==> src/amrp_params.svh <==
`ifndef AMRP_PARAMS_SVH
`define AMRP_PARAMS_SVH

// Register addresses
`define AMRP_ADDR_STATUS   8'h01
`define AMRP_ADDR_CONFIG   8'h02
`define AMRP_ADDR_OSR      8'h08
`define AMRP_ADDR_IFACE    8'h09
// Field positions
`define AMRP_STAT_RESET_BIT 7
`define AMRP_CFG_PWR_MSB    1
`define AMRP_CFG_PWR_LSB    0
// Reset values
`define AMRP_CONFIG_RST    8'h00
`define AMRP_OSR_RST       4'h0
`define AMRP_IFACE_RST     8'h00
// Oversample pin code for software mode
`define AMRP_OS_SOFTWARE   3'h7
// Highest ratio code per mode (log2 of ratio)
`define AMRP_OSR_HW_MAX    4'h6
`define AMRP_OSR_SW_MAX    4'h8
// Lane counts
`define AMRP_HW_LANES      4'h2
// Timing, clock period in ns
`define AMRP_CLK_NS        100
`define AMRP_PART_MIN_NS   55
`define AMRP_PART_MAX_NS   2000
`define AMRP_FULL_MIN_NS   3200
`define AMRP_PART_SETUP_NS 50
`define AMRP_FULL_SETUP_NS 274000
// Cycle counts: least rounds up, longest rounds down
`define AMRP_PART_MIN_CYC   ((`AMRP_PART_MIN_NS + `AMRP_CLK_NS - 1) / `AMRP_CLK_NS)
`define AMRP_PART_MAX_CYC   (`AMRP_PART_MAX_NS / `AMRP_CLK_NS)
`define AMRP_PART_SETUP_CYC ((`AMRP_PART_SETUP_NS + `AMRP_CLK_NS - 1) / `AMRP_CLK_NS)
`define AMRP_FULL_SETUP_CYC ((`AMRP_FULL_SETUP_NS + `AMRP_CLK_NS - 1) / `AMRP_CLK_NS)
// Pin fall to setup start: two sync stages plus the classify edge
`define AMRP_SYNC_LAT_CYC   3
`define AMRP_CNT_W          12

`endif

==> src/amrp_pkg.sv <==
package amrp_pkg;
  typedef enum logic [1:0] {
    AMRP_PWR_NORMAL,
    AMRP_PWR_STANDBY,
    AMRP_PWR_AUTOSTBY,
    AMRP_PWR_SHUTDOWN
  } amrp_pwr_e;
  typedef logic [7:0] amrp_byte_t;
endpackage

==> src/amrp_ctrl.sv <==
`timescale 1ns/1ps
`include "amrp_params.svh"
// Contract
// [RULE1] Oversample pins 000..110 decode to none, 2, 4, 8, 16, 32, 64.
// [RULE2] All oversample pins high selects software mode with register configuration.
// [RULE3] Hardware mode configuration comes from range, oversample and standby pins.
// [RULE4] Reference pin high enables internal reference; low expects an external one.
// [RULE5] After reset release the reference mode follows the reference pin.
// [RULE6] Reference and interface choice come from pins in both modes.
// [RULE7] Ratio at most 64 in hardware mode, up to 256 in software.
// [RULE8] Two data lines in hardware mode; 1, 2, 4 or 8 in software.
// [RULE9] Hardware mode uses one range for all channels; software per channel.
// [RULE10] Calibration and diagnostics only available in software mode.
// [RULE11] Host holds reset 55 ns to 2 us for a partial reset.
// [RULE12] Ready 50 ns after partial reset release.
// [RULE13] Host holds reset at least 3.2 us for a full reset.
// [RULE14] Full reset reconfigures within 274 us; host waits before converting.
// [RULE15] Partial reset reinitialises filter, CRC, converters and data mode.
// [RULE16] Any completed reset sets status bit 7 at address 0x01.
// [RULE17] Conversion in progress is discarded when a partial reset completes.
// [RULE18] Partial reset keeps registers and latched configuration.
// [RULE19] Full reset restores defaults, discards result, relatches mode and interface.
// [RULE20] Hardware mode: standby pin high normal; low gives standby or shutdown by range.
// [RULE21] Software mode power state from config register bits 1:0.
// [RULE22] Power field: 00 normal, 01 standby, 10 autostandby, 11 shutdown.
// [RULE23] Autostandby sleeps on busy fall, wakes on next conversion start rise.
// [RULE24] Oversample pins latched on each busy fall and each full reset.
// [RULE25] Host applies full reset after about 10 ms when leaving shutdown.
// [RULE26] Reset high time is measured and classified at its falling edge.
// [RULE27] Too-short pulses ignored; widths between partial and full limits act full.
module amrp_ctrl (
  // Clock and reset
  input  wire logic              ref_clk,
  input  wire logic              rst_n,
  // Configuration pins
  input  wire logic              oversample_select_msb,
  input  wire logic              oversample_select_mid,
  input  wire logic              oversample_select_lsb,
  input  wire logic              range_pin,
  input  wire logic              standby_request_pin,
  input  wire logic              reference_select_pin,
  input  wire logic              interface_type_pin,
  // Device reset pin and conversion pins
  input  wire logic              reset_pin,
  input  wire logic              conversion_start_pin,
  input  wire logic              busy_in,
  // Register port
  input  wire logic              reg_wr,
  input  wire logic              reg_rd,
  input  wire logic [7:0]        reg_addr,
  input  wire amrp_pkg::amrp_byte_t reg_wdata,
  output logic      [7:0]        reg_rdata,
  // Mode and configuration outputs
  output logic                   software_mode,
  output logic      [3:0]        oversample_log2,
  output logic                   internal_ref_en,
  output logic                   parallel_iface,
  output logic      [3:0]        data_lanes,
  output logic                   range_10v_all,
  output logic                   calib_access_en,
  output amrp_pkg::amrp_pwr_e    power_state,
  // Reset outputs
  output logic                   partial_reset_pulse,
  output logic                   full_reset_pulse,
  output logic                   result_discard,
  output logic                   device_ready
);
  import amrp_pkg::*;

  typedef enum logic [1:0] {AMRP_IDLE, AMRP_MEASURE, AMRP_SETUP} amrp_rst_e;

  // Input synchronisers, two stages
  // busy_in comes from logic on this clock and skips them
  logic [8:0] sync1_reg;
  logic [8:0] sync2_reg;
  logic [8:0] pins_async;
  assign pins_async = {oversample_select_msb, oversample_select_mid, oversample_select_lsb, range_pin,
                       standby_request_pin, reference_select_pin, interface_type_pin, reset_pin,
                       conversion_start_pin};
  always_ff @(posedge ref_clk) begin
    sync1_reg <= pins_async;
    sync2_reg <= sync1_reg;
  end

  logic [2:0] os_pins;
  logic       range_s;
  logic       standby_request_pin_s;
  logic       refsel_s;
  logic       iface_s;
  logic       rst_pin_s;
  logic       cnv_s;
  assign os_pins   = sync2_reg[8:6];
  assign range_s   = sync2_reg[5];
  assign standby_request_pin_s    = sync2_reg[4];
  assign refsel_s  = sync2_reg[3];
  assign iface_s   = sync2_reg[2];
  assign rst_pin_s = sync2_reg[1];
  assign cnv_s     = sync2_reg[0];

  // Edge detectors on synchronised levels and on busy_in directly
  // Cleared to the pins' idle low level, so no false edge after reset
  logic rst_pin_d_reg;
  logic cnv_d_reg;
  logic busy_d_reg;
  always_ff @(posedge ref_clk) begin
    if (!rst_n) begin
      rst_pin_d_reg <= 1'b0;
      cnv_d_reg     <= 1'b0;
      busy_d_reg    <= 1'b0;
    end else begin
      rst_pin_d_reg <= rst_pin_s;
      cnv_d_reg     <= cnv_s;
      busy_d_reg    <= busy_in;
    end
  end

  logic rst_fall;
  logic cnv_rise;
  logic busy_fall;
  assign rst_fall  = rst_pin_d_reg & ~rst_pin_s;
  assign cnv_rise  = cnv_s & ~cnv_d_reg;
  assign busy_fall = busy_d_reg & ~busy_in;

  // Reset pulse width measurement and classification
  amrp_rst_e             rst_state_reg;
  amrp_rst_e             rst_state_next;
  logic [`AMRP_CNT_W-1:0] width_cnt_reg;
  logic [`AMRP_CNT_W-1:0] width_cnt_next;
  logic [`AMRP_CNT_W-1:0] setup_cnt_reg;
  logic [`AMRP_CNT_W-1:0] setup_cnt_next;
  logic                  is_partial;
  logic                  is_full;
  logic                  too_short;
  logic                  do_partial;
  logic                  do_full;
  logic                  width_sat;
  logic                  reset_done;
  logic [`AMRP_CNT_W-1:0] part_setup_load;
  logic [`AMRP_CNT_W-1:0] full_setup_load;

  // Width classification at the synchronised falling edge

  assign width_sat  = (width_cnt_reg == {`AMRP_CNT_W{1'b1}});
  assign too_short  = (width_cnt_reg < `AMRP_CNT_W'(`AMRP_PART_MIN_CYC)); // [RULE27]
  assign is_partial = !too_short && (width_cnt_reg <= `AMRP_CNT_W'(`AMRP_PART_MAX_CYC)); // [RULE11]
  assign is_full    = !too_short && !is_partial; // [RULE13] [RULE27]
  assign do_partial = (rst_state_reg == AMRP_MEASURE) && rst_fall && is_partial; // [RULE26]
  assign do_full    = (rst_state_reg == AMRP_MEASURE) && rst_fall && is_full; // [RULE26]
  assign reset_done = do_partial || do_full; // [RULE16]

  // Setup loads; full setup shortened by the synchroniser latency to meet the limit
  assign part_setup_load = `AMRP_CNT_W'(`AMRP_PART_SETUP_CYC); // [RULE12]
  assign full_setup_load = `AMRP_CNT_W'(`AMRP_FULL_SETUP_CYC - `AMRP_SYNC_LAT_CYC); // [RULE14]

  // Reset sequencer next state
  always_comb begin
    rst_state_next = rst_state_reg;
    width_cnt_next = width_cnt_reg;
    setup_cnt_next = setup_cnt_reg;
    case (rst_state_reg)
      AMRP_IDLE: begin
        if (rst_pin_s) begin
          rst_state_next = AMRP_MEASURE;
          width_cnt_next = `AMRP_CNT_W'(1);
        end
      end
      AMRP_MEASURE: begin
        if (rst_fall) begin
          if (do_partial) begin
            rst_state_next = AMRP_SETUP;
            setup_cnt_next = part_setup_load; // [RULE12]
          end else if (do_full) begin
            rst_state_next = AMRP_SETUP;
            setup_cnt_next = full_setup_load; // [RULE14]
          end else begin
            rst_state_next = AMRP_IDLE;
          end
        end else if (!width_sat) begin
          width_cnt_next = width_cnt_reg + `AMRP_CNT_W'(1);
        end
      end
      AMRP_SETUP: begin
        if (rst_pin_s) begin
          rst_state_next = AMRP_MEASURE;
          width_cnt_next = `AMRP_CNT_W'(1);
        end else if (setup_cnt_reg <= `AMRP_CNT_W'(1)) begin
          rst_state_next = AMRP_IDLE;
          setup_cnt_next = '0;
        end else begin
          setup_cnt_next = setup_cnt_reg - `AMRP_CNT_W'(1);
        end
      end
      default: rst_state_next = AMRP_IDLE;
    endcase
  end

  always_ff @(posedge ref_clk) begin
    if (!rst_n) begin
      rst_state_reg <= AMRP_IDLE;
      width_cnt_reg <= '0;
      setup_cnt_reg <= '0;
    end else begin
      rst_state_reg <= rst_state_next;
      width_cnt_reg <= width_cnt_next;
      setup_cnt_reg <= setup_cnt_next;
    end
  end

  // Latched configuration, relatched on full reset only; the oversample code is also latched on busy fall
  // Strap pending forces one latch on the first edge after reset
  logic       sw_mode_reg;
  logic       par_reg;
  logic [2:0] os_latch_reg;
  logic       strap_pending_reg;
  logic       relatch;
  assign relatch = strap_pending_reg | do_full; // [RULE19] [RULE18]
  always_ff @(posedge ref_clk) begin
    if (!rst_n) begin
      strap_pending_reg <= 1'b1;
      sw_mode_reg       <= 1'b0;
      par_reg           <= 1'b0;
      os_latch_reg      <= 3'h0;
    end else begin
      strap_pending_reg <= 1'b0;
      if (relatch) begin
        sw_mode_reg <= (os_pins == `AMRP_OS_SOFTWARE); // [RULE2]
        par_reg     <= iface_s; // [RULE6]
      end
      if (relatch || busy_fall) begin
        os_latch_reg <= os_pins; // [RULE24]
      end
    end
  end

  // Registers: status and configuration, plus ratio and lane registers
  // Writes land only in software mode; a full reset wins over a write
  logic [7:0] config_reg;
  logic [3:0] osr_reg;
  logic [7:0] iface_reg;
  logic       reset_seen_reg;
  logic       status_read;
  assign status_read = reg_rd && (reg_addr == `AMRP_ADDR_STATUS);
  always_ff @(posedge ref_clk) begin
    if (!rst_n) begin
      config_reg     <= `AMRP_CONFIG_RST;
      osr_reg        <= `AMRP_OSR_RST;
      iface_reg      <= `AMRP_IFACE_RST;
      reset_seen_reg <= 1'b0;
    end else begin
      if (do_full) begin
        config_reg <= `AMRP_CONFIG_RST; // [RULE19]
        osr_reg    <= `AMRP_OSR_RST;
        iface_reg  <= `AMRP_IFACE_RST;
      end else if (reg_wr && sw_mode_reg) begin
        if (reg_addr == `AMRP_ADDR_CONFIG) config_reg <= reg_wdata; // [RULE21]
        if (reg_addr == `AMRP_ADDR_OSR) osr_reg <= reg_wdata[3:0];
        if (reg_addr == `AMRP_ADDR_IFACE) iface_reg <= reg_wdata;
      end
      // Set wins over a read clear
      if (reset_done) reset_seen_reg <= 1'b1; // [RULE16]
      else if (status_read) reset_seen_reg <= 1'b0;
    end
  end

  // Register read mux
  logic [7:0] rdata_next;
  logic [7:0] status_val;
  assign status_val = 8'(reset_seen_reg) << `AMRP_STAT_RESET_BIT;
  assign rdata_next = (reg_addr == `AMRP_ADDR_STATUS) ? status_val :
                      (reg_addr == `AMRP_ADDR_CONFIG) ? config_reg :
                      (reg_addr == `AMRP_ADDR_OSR)    ? {4'h0, osr_reg} :
                      (reg_addr == `AMRP_ADDR_IFACE)  ? iface_reg : 8'h00;

  // Ratio decode: pin code is log2 of ratio
  function automatic logic [3:0] amrp_clip(input logic [3:0] v, input logic [3:0] max);
    amrp_clip = (v > max) ? max : v;
  endfunction
  logic [3:0] osr_next;
  assign osr_next = sw_mode_reg ? amrp_clip(osr_reg, `AMRP_OSR_SW_MAX) : // [RULE7]
                                  amrp_clip({1'b0, os_latch_reg}, `AMRP_OSR_HW_MAX); // [RULE1] [RULE3]

  // Lane count: 1,2,4,8 from two interface register bits in software mode
  logic [3:0] lanes_next;
  assign lanes_next = sw_mode_reg ? (4'h1 << iface_reg[1:0]) : `AMRP_HW_LANES; // [RULE8]

  // Power state selection
  logic       autostby_reg;
  amrp_pwr_e  pwr_field;
  amrp_pwr_e  pwr_next;
  assign pwr_field = amrp_pwr_e'(config_reg[`AMRP_CFG_PWR_MSB:`AMRP_CFG_PWR_LSB]); // [RULE22]
  always_comb begin
    if (!sw_mode_reg) begin
      if (standby_request_pin_s) pwr_next = AMRP_PWR_NORMAL; // [RULE20]
      else if (range_s) pwr_next = AMRP_PWR_STANDBY;
      else pwr_next = AMRP_PWR_SHUTDOWN;
    end else if (pwr_field == AMRP_PWR_AUTOSTBY) begin
      pwr_next = autostby_reg ? AMRP_PWR_STANDBY : AMRP_PWR_NORMAL; // [RULE23]
    end else begin
      pwr_next = pwr_field; // [RULE21]
    end
  end

  // Autostandby sleep flag
  always_ff @(posedge ref_clk) begin
    if (!rst_n) begin
      autostby_reg <= 1'b0;
    end else if (cnv_rise) begin
      autostby_reg <= 1'b0; // [RULE23]
    end else if (busy_fall) begin
      autostby_reg <= 1'b1;
    end
  end

  // Registered outputs
  // Ready looks at the next state so it rises with the return to idle
  always_ff @(posedge ref_clk) begin
    if (!rst_n) begin
      reg_rdata           <= 8'h00;
      software_mode       <= 1'b0;
      oversample_log2     <= 4'h0;
      internal_ref_en     <= 1'b0;
      parallel_iface      <= 1'b0;
      data_lanes          <= `AMRP_HW_LANES;
      range_10v_all       <= 1'b0;
      calib_access_en     <= 1'b0;
      power_state         <= AMRP_PWR_NORMAL;
      partial_reset_pulse <= 1'b0;
      full_reset_pulse    <= 1'b0;
      result_discard      <= 1'b0;
      device_ready        <= 1'b0;
    end else begin
      reg_rdata           <= reg_rd ? rdata_next : 8'h00;
      software_mode       <= sw_mode_reg;
      oversample_log2     <= osr_next;
      internal_ref_en     <= refsel_s; // [RULE4] [RULE5] [RULE6]
      parallel_iface      <= par_reg;
      data_lanes          <= lanes_next;
      range_10v_all       <= !sw_mode_reg && range_s; // [RULE9]
      calib_access_en     <= sw_mode_reg; // [RULE10]
      power_state         <= pwr_next;
      partial_reset_pulse <= do_partial; // [RULE15]
      full_reset_pulse    <= do_full; // [RULE19]
      result_discard      <= reset_done; // [RULE17]
      device_ready        <= (rst_state_next == AMRP_IDLE) && !strap_pending_reg; // [RULE12] [RULE14]
    end
  end
endmodule

==> config.mk <==
export PLATFORM = sky130hd
export DESIGN_NAME = amrp_ctrl
export DESIGN_NICKNAME = d
export VERILOG_FILES = /design/src/amrp_pkg.sv /design/src/amrp_ctrl.sv
export VERILOG_INCLUDE_DIRS = /design/src
export SDC_FILE = /design/constraint.sdc
export NUM_CORES = 1
export LEC_CHECK = 0
export ABC_AREA = 0
export BUFFER_PORTS_ARGS = -buffer_cell sky130_fd_sc_hd__buf_2
export CELL_PAD_IN_SITES_DETAIL_PLACEMENT = 2
export CELL_PAD_IN_SITES_GLOBAL_PLACEMENT = 2
export CORE_MARGIN = 2
export CORE_UTILIZATION = 35
export CTS_CLUSTER_SIZE = 16
export DETAILED_ROUTE_END_ITERATION = 6
export HOLD_SLACK_MARGIN = 0.02
export PLACE_DENSITY = 0.87
export SLEW_MARGIN = 5
export SYNTH_ARGS = -nofsm -noshare
export SYNTH_HDL_FRONTEND = slang
export SYNTH_SLANG_ARGS = --single-unit
==> constraint.sdc <==
create_clock -name ref_clk -period 2.8 [get_ports ref_clk]
set_clock_uncertainty 0.1 [all_clocks]
set_input_delay 0.42 -clock ref_clk [delete_from_list [all_inputs] [get_ports ref_clk]]
set_output_delay 0.42 -clock ref_clk [all_outputs]
set_load 0.02 [all_outputs]
Yosys cells after proc, flatten, opt, wreduce, memory -nomap -nowiden
Cells that the tools add are included.
{"block": "classes", "addsub": 2, "mul": 0, "div": 0, "order_cmp": 5, "eq_ne": 15, "shift": 1, "muxes": 32, "n_bitwise": 9, "n_reduce_logical": 31}
{"cell": "12-bit 2-to-1 mux", "count": 8}
{"cell": "12-bit case mux with 2 select lines", "count": 2}
{"cell": "8-bit 2-to-1 mux", "count": 4}
{"cell": "2-bit 2-to-1 mux", "count": 10}
{"cell": "8-bit by 4-bit == test with 1-bit output, second input constant", "count": 2}
{"cell": "12-bit by 1-bit adder with 12-bit output, second input constant", "count": 1}
{"cell": "12-bit == test, second input constant", "count": 1}
{"cell": "12-bit by 1-bit less-or-equal comparator with 1-bit output, second input constant", "count": 1}
{"cell": "12-bit by 5-bit less-or-equal comparator with 1-bit output, second input constant", "count": 1}
{"cell": "12-bit by 1-bit < comparator with 1-bit output, second input constant", "count": 1}
{"cell": "12-bit by 1-bit subtractor with 12-bit output, second input constant", "count": 1}
{"cell": "2-bit AND reduction", "count": 5}
{"cell": "1-bit logical AND", "count": 9}
{"cell": "8-bit by 1-bit == test with 1-bit output, second input constant", "count": 1}
{"cell": "8-bit by 2-bit == test with 1-bit output, second input constant", "count": 1}
{"cell": "4-bit 2-to-1 mux", "count": 2}
{"cell": "2-bit inequality test, second input constant", "count": 4}
{"cell": "4-bit AND reduction", "count": 2}
{"cell": "2-bit case mux with 3 select lines", "count": 1}
{"cell": "2-bit nonzero test", "count": 3}
{"cell": "2-bit OR reduction", "count": 3}
{"cell": "1-bit inverter", "count": 5}
{"cell": "2-bit == test, second input constant", "count": 2}
{"cell": "4-bit > comparator, second input constant", "count": 1}
{"cell": "14 further kinds", "count": 24}
{"block": "totals", "register_bits": 101, "latchBits": 0, "ram_bits": 0, "romBits": 0, "out_inout_bits": 27, "elab_cells": 125, "mem_count": 0}

Longest topological paths before layout
{"block": "depth", "word_depth": 12, "ltp_mapped": 8}

Least setup slack after synthesis
OpenSTA, ideal clock, no wires.
{"block": "synth_path", "path_type": "input-to-reg", "startpoint": "in reg_addr[5]", "endpoint": "reg iface_reg[0]", "setup_time_ps": 132, "t_arrival_ps": 1942, "required_time_ps": 2568, "path_slack_ps": 626, "path_stages": 5, "path_buffers": 1, "cell_sequence": "or4_4 > buf_6 > nor4_4 > mux2i_1 > nor2_2"}
{"block": "synth_via", "elab_chain_len": 2}
{"item": "start, declared", "line": "amrp_ctrl.sv:50", "source": "input wire logic [7:0] reg_addr,"}
{"item": "8-bit by 4-bit == test with 1-bit output (no source line)"}
{"item": "2-bit AND reduction (no source line)"}
{"item": "end signal, assigned", "line": "amrp_ctrl.sv:247", "source": "iface_reg <= `AMRP_IFACE_RST;"}
{"item": "end signal, assigned", "line": "amrp_ctrl.sv:253", "source": "iface_reg <= `AMRP_IFACE_RST;"}
{"item": "end signal, assigned", "line": "amrp_ctrl.sv:257", "source": "if (reg_addr == `AMRP_ADDR_IFACE) iface_reg <= reg_wdata;"}
{"item": "end, declared", "line": "amrp_ctrl.sv:239", "source": "logic [7:0] iface_reg;"}
No other way between the ends.
A chain may end at the register's enable or synchronous reset.

Worst setup path after layout
{"block": "layout_path", "startpoint": "reg width_cnt_reg[8]", "endpoint": "reg os_latch_reg[0]"}
{"block": "layout_via", "elab_chain_len": 8}
{"item": "start, declared", "line": "amrp_ctrl.sv:127", "source": "logic [`AMRP_CNT_W-1:0] width_cnt_reg;"}
{"item": "start signal, assigned", "line": "amrp_ctrl.sv:204", "source": "width_cnt_reg <= width_cnt_next;"}
{"item": "12-bit by 1-bit < comparator with 1-bit output", "line": "amrp_ctrl.sv:144", "source": "assign too_short = (width_cnt_reg < `AMRP_CNT_W'(`AMRP_PART_MIN_CYC));"}
{"item": "1-bit zero test", "line": "amrp_ctrl.sv:145, amrp_ctrl.sv:146"}
{"item": "1-bit logical AND", "line": "amrp_ctrl.sv:145", "source": "assign is_partial = !too_short && (width_cnt_reg <= `AMRP_CNT_W'(`AMRP_PART_MAX_CYC));"}
{"item": "1-bit zero test", "line": "amrp_ctrl.sv:146", "source": "assign is_full = !too_short && !is_partial;"}
{"item": "1-bit logical AND (*)", "line": "amrp_ctrl.sv:146"}
{"item": "1-bit logical AND (*)", "line": "amrp_ctrl.sv:148", "source": "assign do_full = (rst_state_reg == AMRP_MEASURE) && rst_fall && is_full;"}
{"item": "1-bit bitwise OR (*)", "line": "amrp_ctrl.sv:216", "source": "assign relatch = strap_pending_reg | do_full;"}
{"item": "1-bit logical OR (*)", "line": "amrp_ctrl.sv:229", "source": "if (relatch || busy_fall) begin"}
{"item": "end signal, assigned", "line": "amrp_ctrl.sv:230", "source": "os_latch_reg <= os_pins;"}
{"item": "end, declared", "line": "amrp_ctrl.sv:213", "source": "logic [2:0] os_latch_reg;"}
Mark *: on every way between the ends. The rest lies on a longest branch, timed or not.

==> flow_summary_export.csv <==
group,metric,value,unit
synth,synth-simple-area-share,24.5,%
power_and_ir_drop,ir_worst_vdd,0.437,mV
worst_setup_path,critPathLaunchType,"flop",
min_path,hold_start,"busy_in",
worst_setup_path,slowest_delay,0.57,ns
sta,tightest_slew,0.597,ns
route,postRouteAntennaNets,0,
power_and_ir_drop,p_sw,694,uW
synth,yosysSeqAreaShare,51.6,%
synth,ys.flop_type,"dfxtp_1",
route,routed_via_density,5.25,
sta,hold_violations,0,
finish,fin_cells,621,
clock_network,cts_resized,0,
flow_run,max_cap_viol_count,0,
power_and_ir_drop,seqPwrFrac,57.7,%
min_path,min_to,"busy_d_reg",
synth,synth.area.mux_share,6.39,%
die,io_pins,57,
global_routing,antenna_found_initial,0,
clock_network,cts_tree,"done",
route,via_count,3260,
synth,ys_ff_latch,101,
clock_network,cts_root_buffer,"clkbuf_8",
worst_setup_path,cp_cell_sequence,"nor4_1 > and2_1 > a21oi_1 > nor3_1 > mux2i_1",
synth,yosys_warnings,0,
worst_setup_path,r2r_setup_slack,0.49,ns
finish,layout-drive-gt1-share,23.7,%
worst_setup_path,crit_path_end_kind,"flop",
clock_network,cts_max_level,3,
route,wirelength,12000,um
synth,synthesis.instances,404,
route,drc_errors,0,
die,die_h,110,um
clock_network,cts-buffers-inserted,9,
die,rows,38,
synth,synth_top_family_by_area,"simple AND/OR/NAND/NOR gates",
place,hpwlAfterDp,8660,um
finish,syn_to_final_growth,19.5,%
worst_setup_path,critPathSlowestCell,"nor4_1",
worst_setup_path,crit_buf_inv,0,
finish,final_common_cell,"dfxtp_1",
min_path,holdPathStages,2,
die,fp.dieArea,0.0121,mm2
worst_setup_path,r2r_start,"width_cnt_reg[8]",
sta,timing.setup.tns,0,ns
power_and_ir_drop,p_comb_share,6.0,%
synth,async_flop_share,0,%
route,drtPass1Iterations,6,
sta,slew_headroom,59.8,%
place,gp_congestion,0.836,
synth,ys_types,54,
clock_network,clk_latency,0.39,ns
min_path,hp-class,"primary input to flop",
synth,synth_compound_area_share,10.7,%
synth,synthXorXnorAreaFrac,2.23,%
run_status,outcome,"complete, no violations",
power_and_ir_drop,p_clk_share,36.2,%
synth,synthesis.area,0.00392,mm2
global_routing,grt_pass1_wl,19100,um
synth,synth_top_area_share,51.6,%
synth,synth-edff-count,0,
power_and_ir_drop,power.leakage,0.00182,uW
worst_setup_path,rr_worst_depth,5,
worst_setup_path,path_delay_family,"simple AND/OR/NAND/NOR gates",
sta,setup_viol,0,
synth,synth_nets,439,
die,die_w,110,um
sta,max_freq,433,MHz
worst_setup_path,cp_max_fo,5,
global_routing,grt_pass1_vias,3613,
synth,synthAdderAreaFrac,1.60,%
worst_setup_path,timing.rr.end,"os_latch_reg[0]",
sta,slew_viol_final,0,
finish,finish.net_count,511,
worst_setup_path,crit_arrival,2.53,ns
sta,finalCritPeriodShare,82.5,%
sta,finalCriticalPeriod,2.31,ns
clock_network,clk_pin_slew,0.11,ns
clock_network,clockBufferDepth,2,
global_routing,track_usage,21.2,%
clock_network,cts_hold_buf,8,
place,io_buffer_count,56,
finish,layout_common_cells,"101 x dfxtp_1, 56 x buf_2, 48 x nor2_1",
place,dp.cells,596,
die,core,0.0109,mm2
route,drt_iter0_markers,156,
synth,synth.area.top_cells,"dfxtp_1 52%, mux2i_1 6.4%, nor2_1 4.6%",
clock_network,cts_sinks,101,
synth,yosys.area.top_type,"dfxtp_1",
worst_setup_path,cp.required,3.02,ns
power_and_ir_drop,sw_frac_of_total,27.0,%
finish,fill_cells,1168,
power_and_ir_drop,p_int,1880,uW
route,wl_per_cell,19.4,um
finish,antenna_cells,0,
power_and_ir_drop,pwr_density_cell,550,mW/mm2
clock_network,cts_setup_buffers,0,
sta,rsz0062_at_grt,"no",
worst_setup_path,worstSetupPathType,"flop to flop",
global_routing,grt_max_degree,32,
die,initial_utilization,36.0,%
synth,synth_area_per_cell,9.70,um2
global_routing,grt_overflow,0,
-- cell families after synthesis --
logic type	after synthesis
XOR/XNOR	10
flip-flops	101
AND/OR/NAND/NOR	172
AO/OA/AOI/OAI	63
buffers and inverters	28
adder cells (fa/ha/maj)	5
multiplexers	25
-- cell usage after synthesis, drive strengths merged, types with 2 or more instances --
master   number
a21oi        20
a222oi        4
a22oi         4
a32o          2
and2          4
and3          7
buf           5
clkbuf       11
dfxtp       101
ha            5
inv          11
mux2i        25
nand2        28
nand2b        4
nand3         6
nand3b       10
nand4         3
nor2         64
nor2b         4
nor3         15
nor4         10
nor4b         2
o2111ai       2
o21a          2
o21ai        17
o221a         2
o32ai         2
or2           3
or3           2
or4           4
xnor2        10
-- power groups by stage --
stage	Clock (uW)	Combinational (uW)	Sequential, uW
after floorplan	0	71.4	1520
after global placement	0	134	1520
after detailed placement	0	144	1520
after CTS	964	155	1490
after global routing	1020	171	1490
final	934	156	1490
-- worst max-delay path by stage --
stage	start	to	slack [ns]	cells past startpoint
final	width_cnt_reg[8]	os_latch_reg[0]	0.49	5
after CTS	width_cnt_reg[8]	os_latch_reg[2]	0.43	5
after global placement	reg_addr[5]	config_reg[1]	0.67	6
after detailed placement	width_cnt_reg[8]	os_latch_reg[2]	0.50	5
after floorplan	reg_addr[5]	iface_reg[0]	0.63	5
after global routing	width_cnt_reg[8]	os_latch_reg[1]	0.33	5
-- per-stage QoR --
stage          setup slack, ns  utilization, %  hold WS, ns  power [uW]  area [um2]
2_1_floorplan            0.626               -        0.210        1590        3920
3_3_place_gp             0.667            40.4        0.210        1650        4390
3_5_place_dp             0.497            40.4        0.214        1660        4390
4_1_cts                  0.433            42.9       0.0202        2610        4670
5_1_grt                  0.332            43.0        0.178        2680        4680
6_report                 0.490            43.0        0.183        2580        4680
-- area by class of cell --
class                           count  area, um2  share of cell area (%)
Sequential cell                   101       2020                    43.2
Multi-Input combinational cell    275       1780                    38.0
Timing Repair Buffer               77        460                    9.83
Tap cell                          140        175                    3.74
Clock buffer                        9        124                    2.64
Clock inverter                      7       75.1                    1.60
Inverter                           12       45.0                   0.962
-- per-layer routing --
metal / wire length (um) / global-route usage [%]
met3: 394 / 5.69
met4: 307 / 7.87
met2: 6310 / 37.4
met1: 5020 / 24.3
met5: 0 / 0
Note: power is estimated with default switching activity, not from simulation.
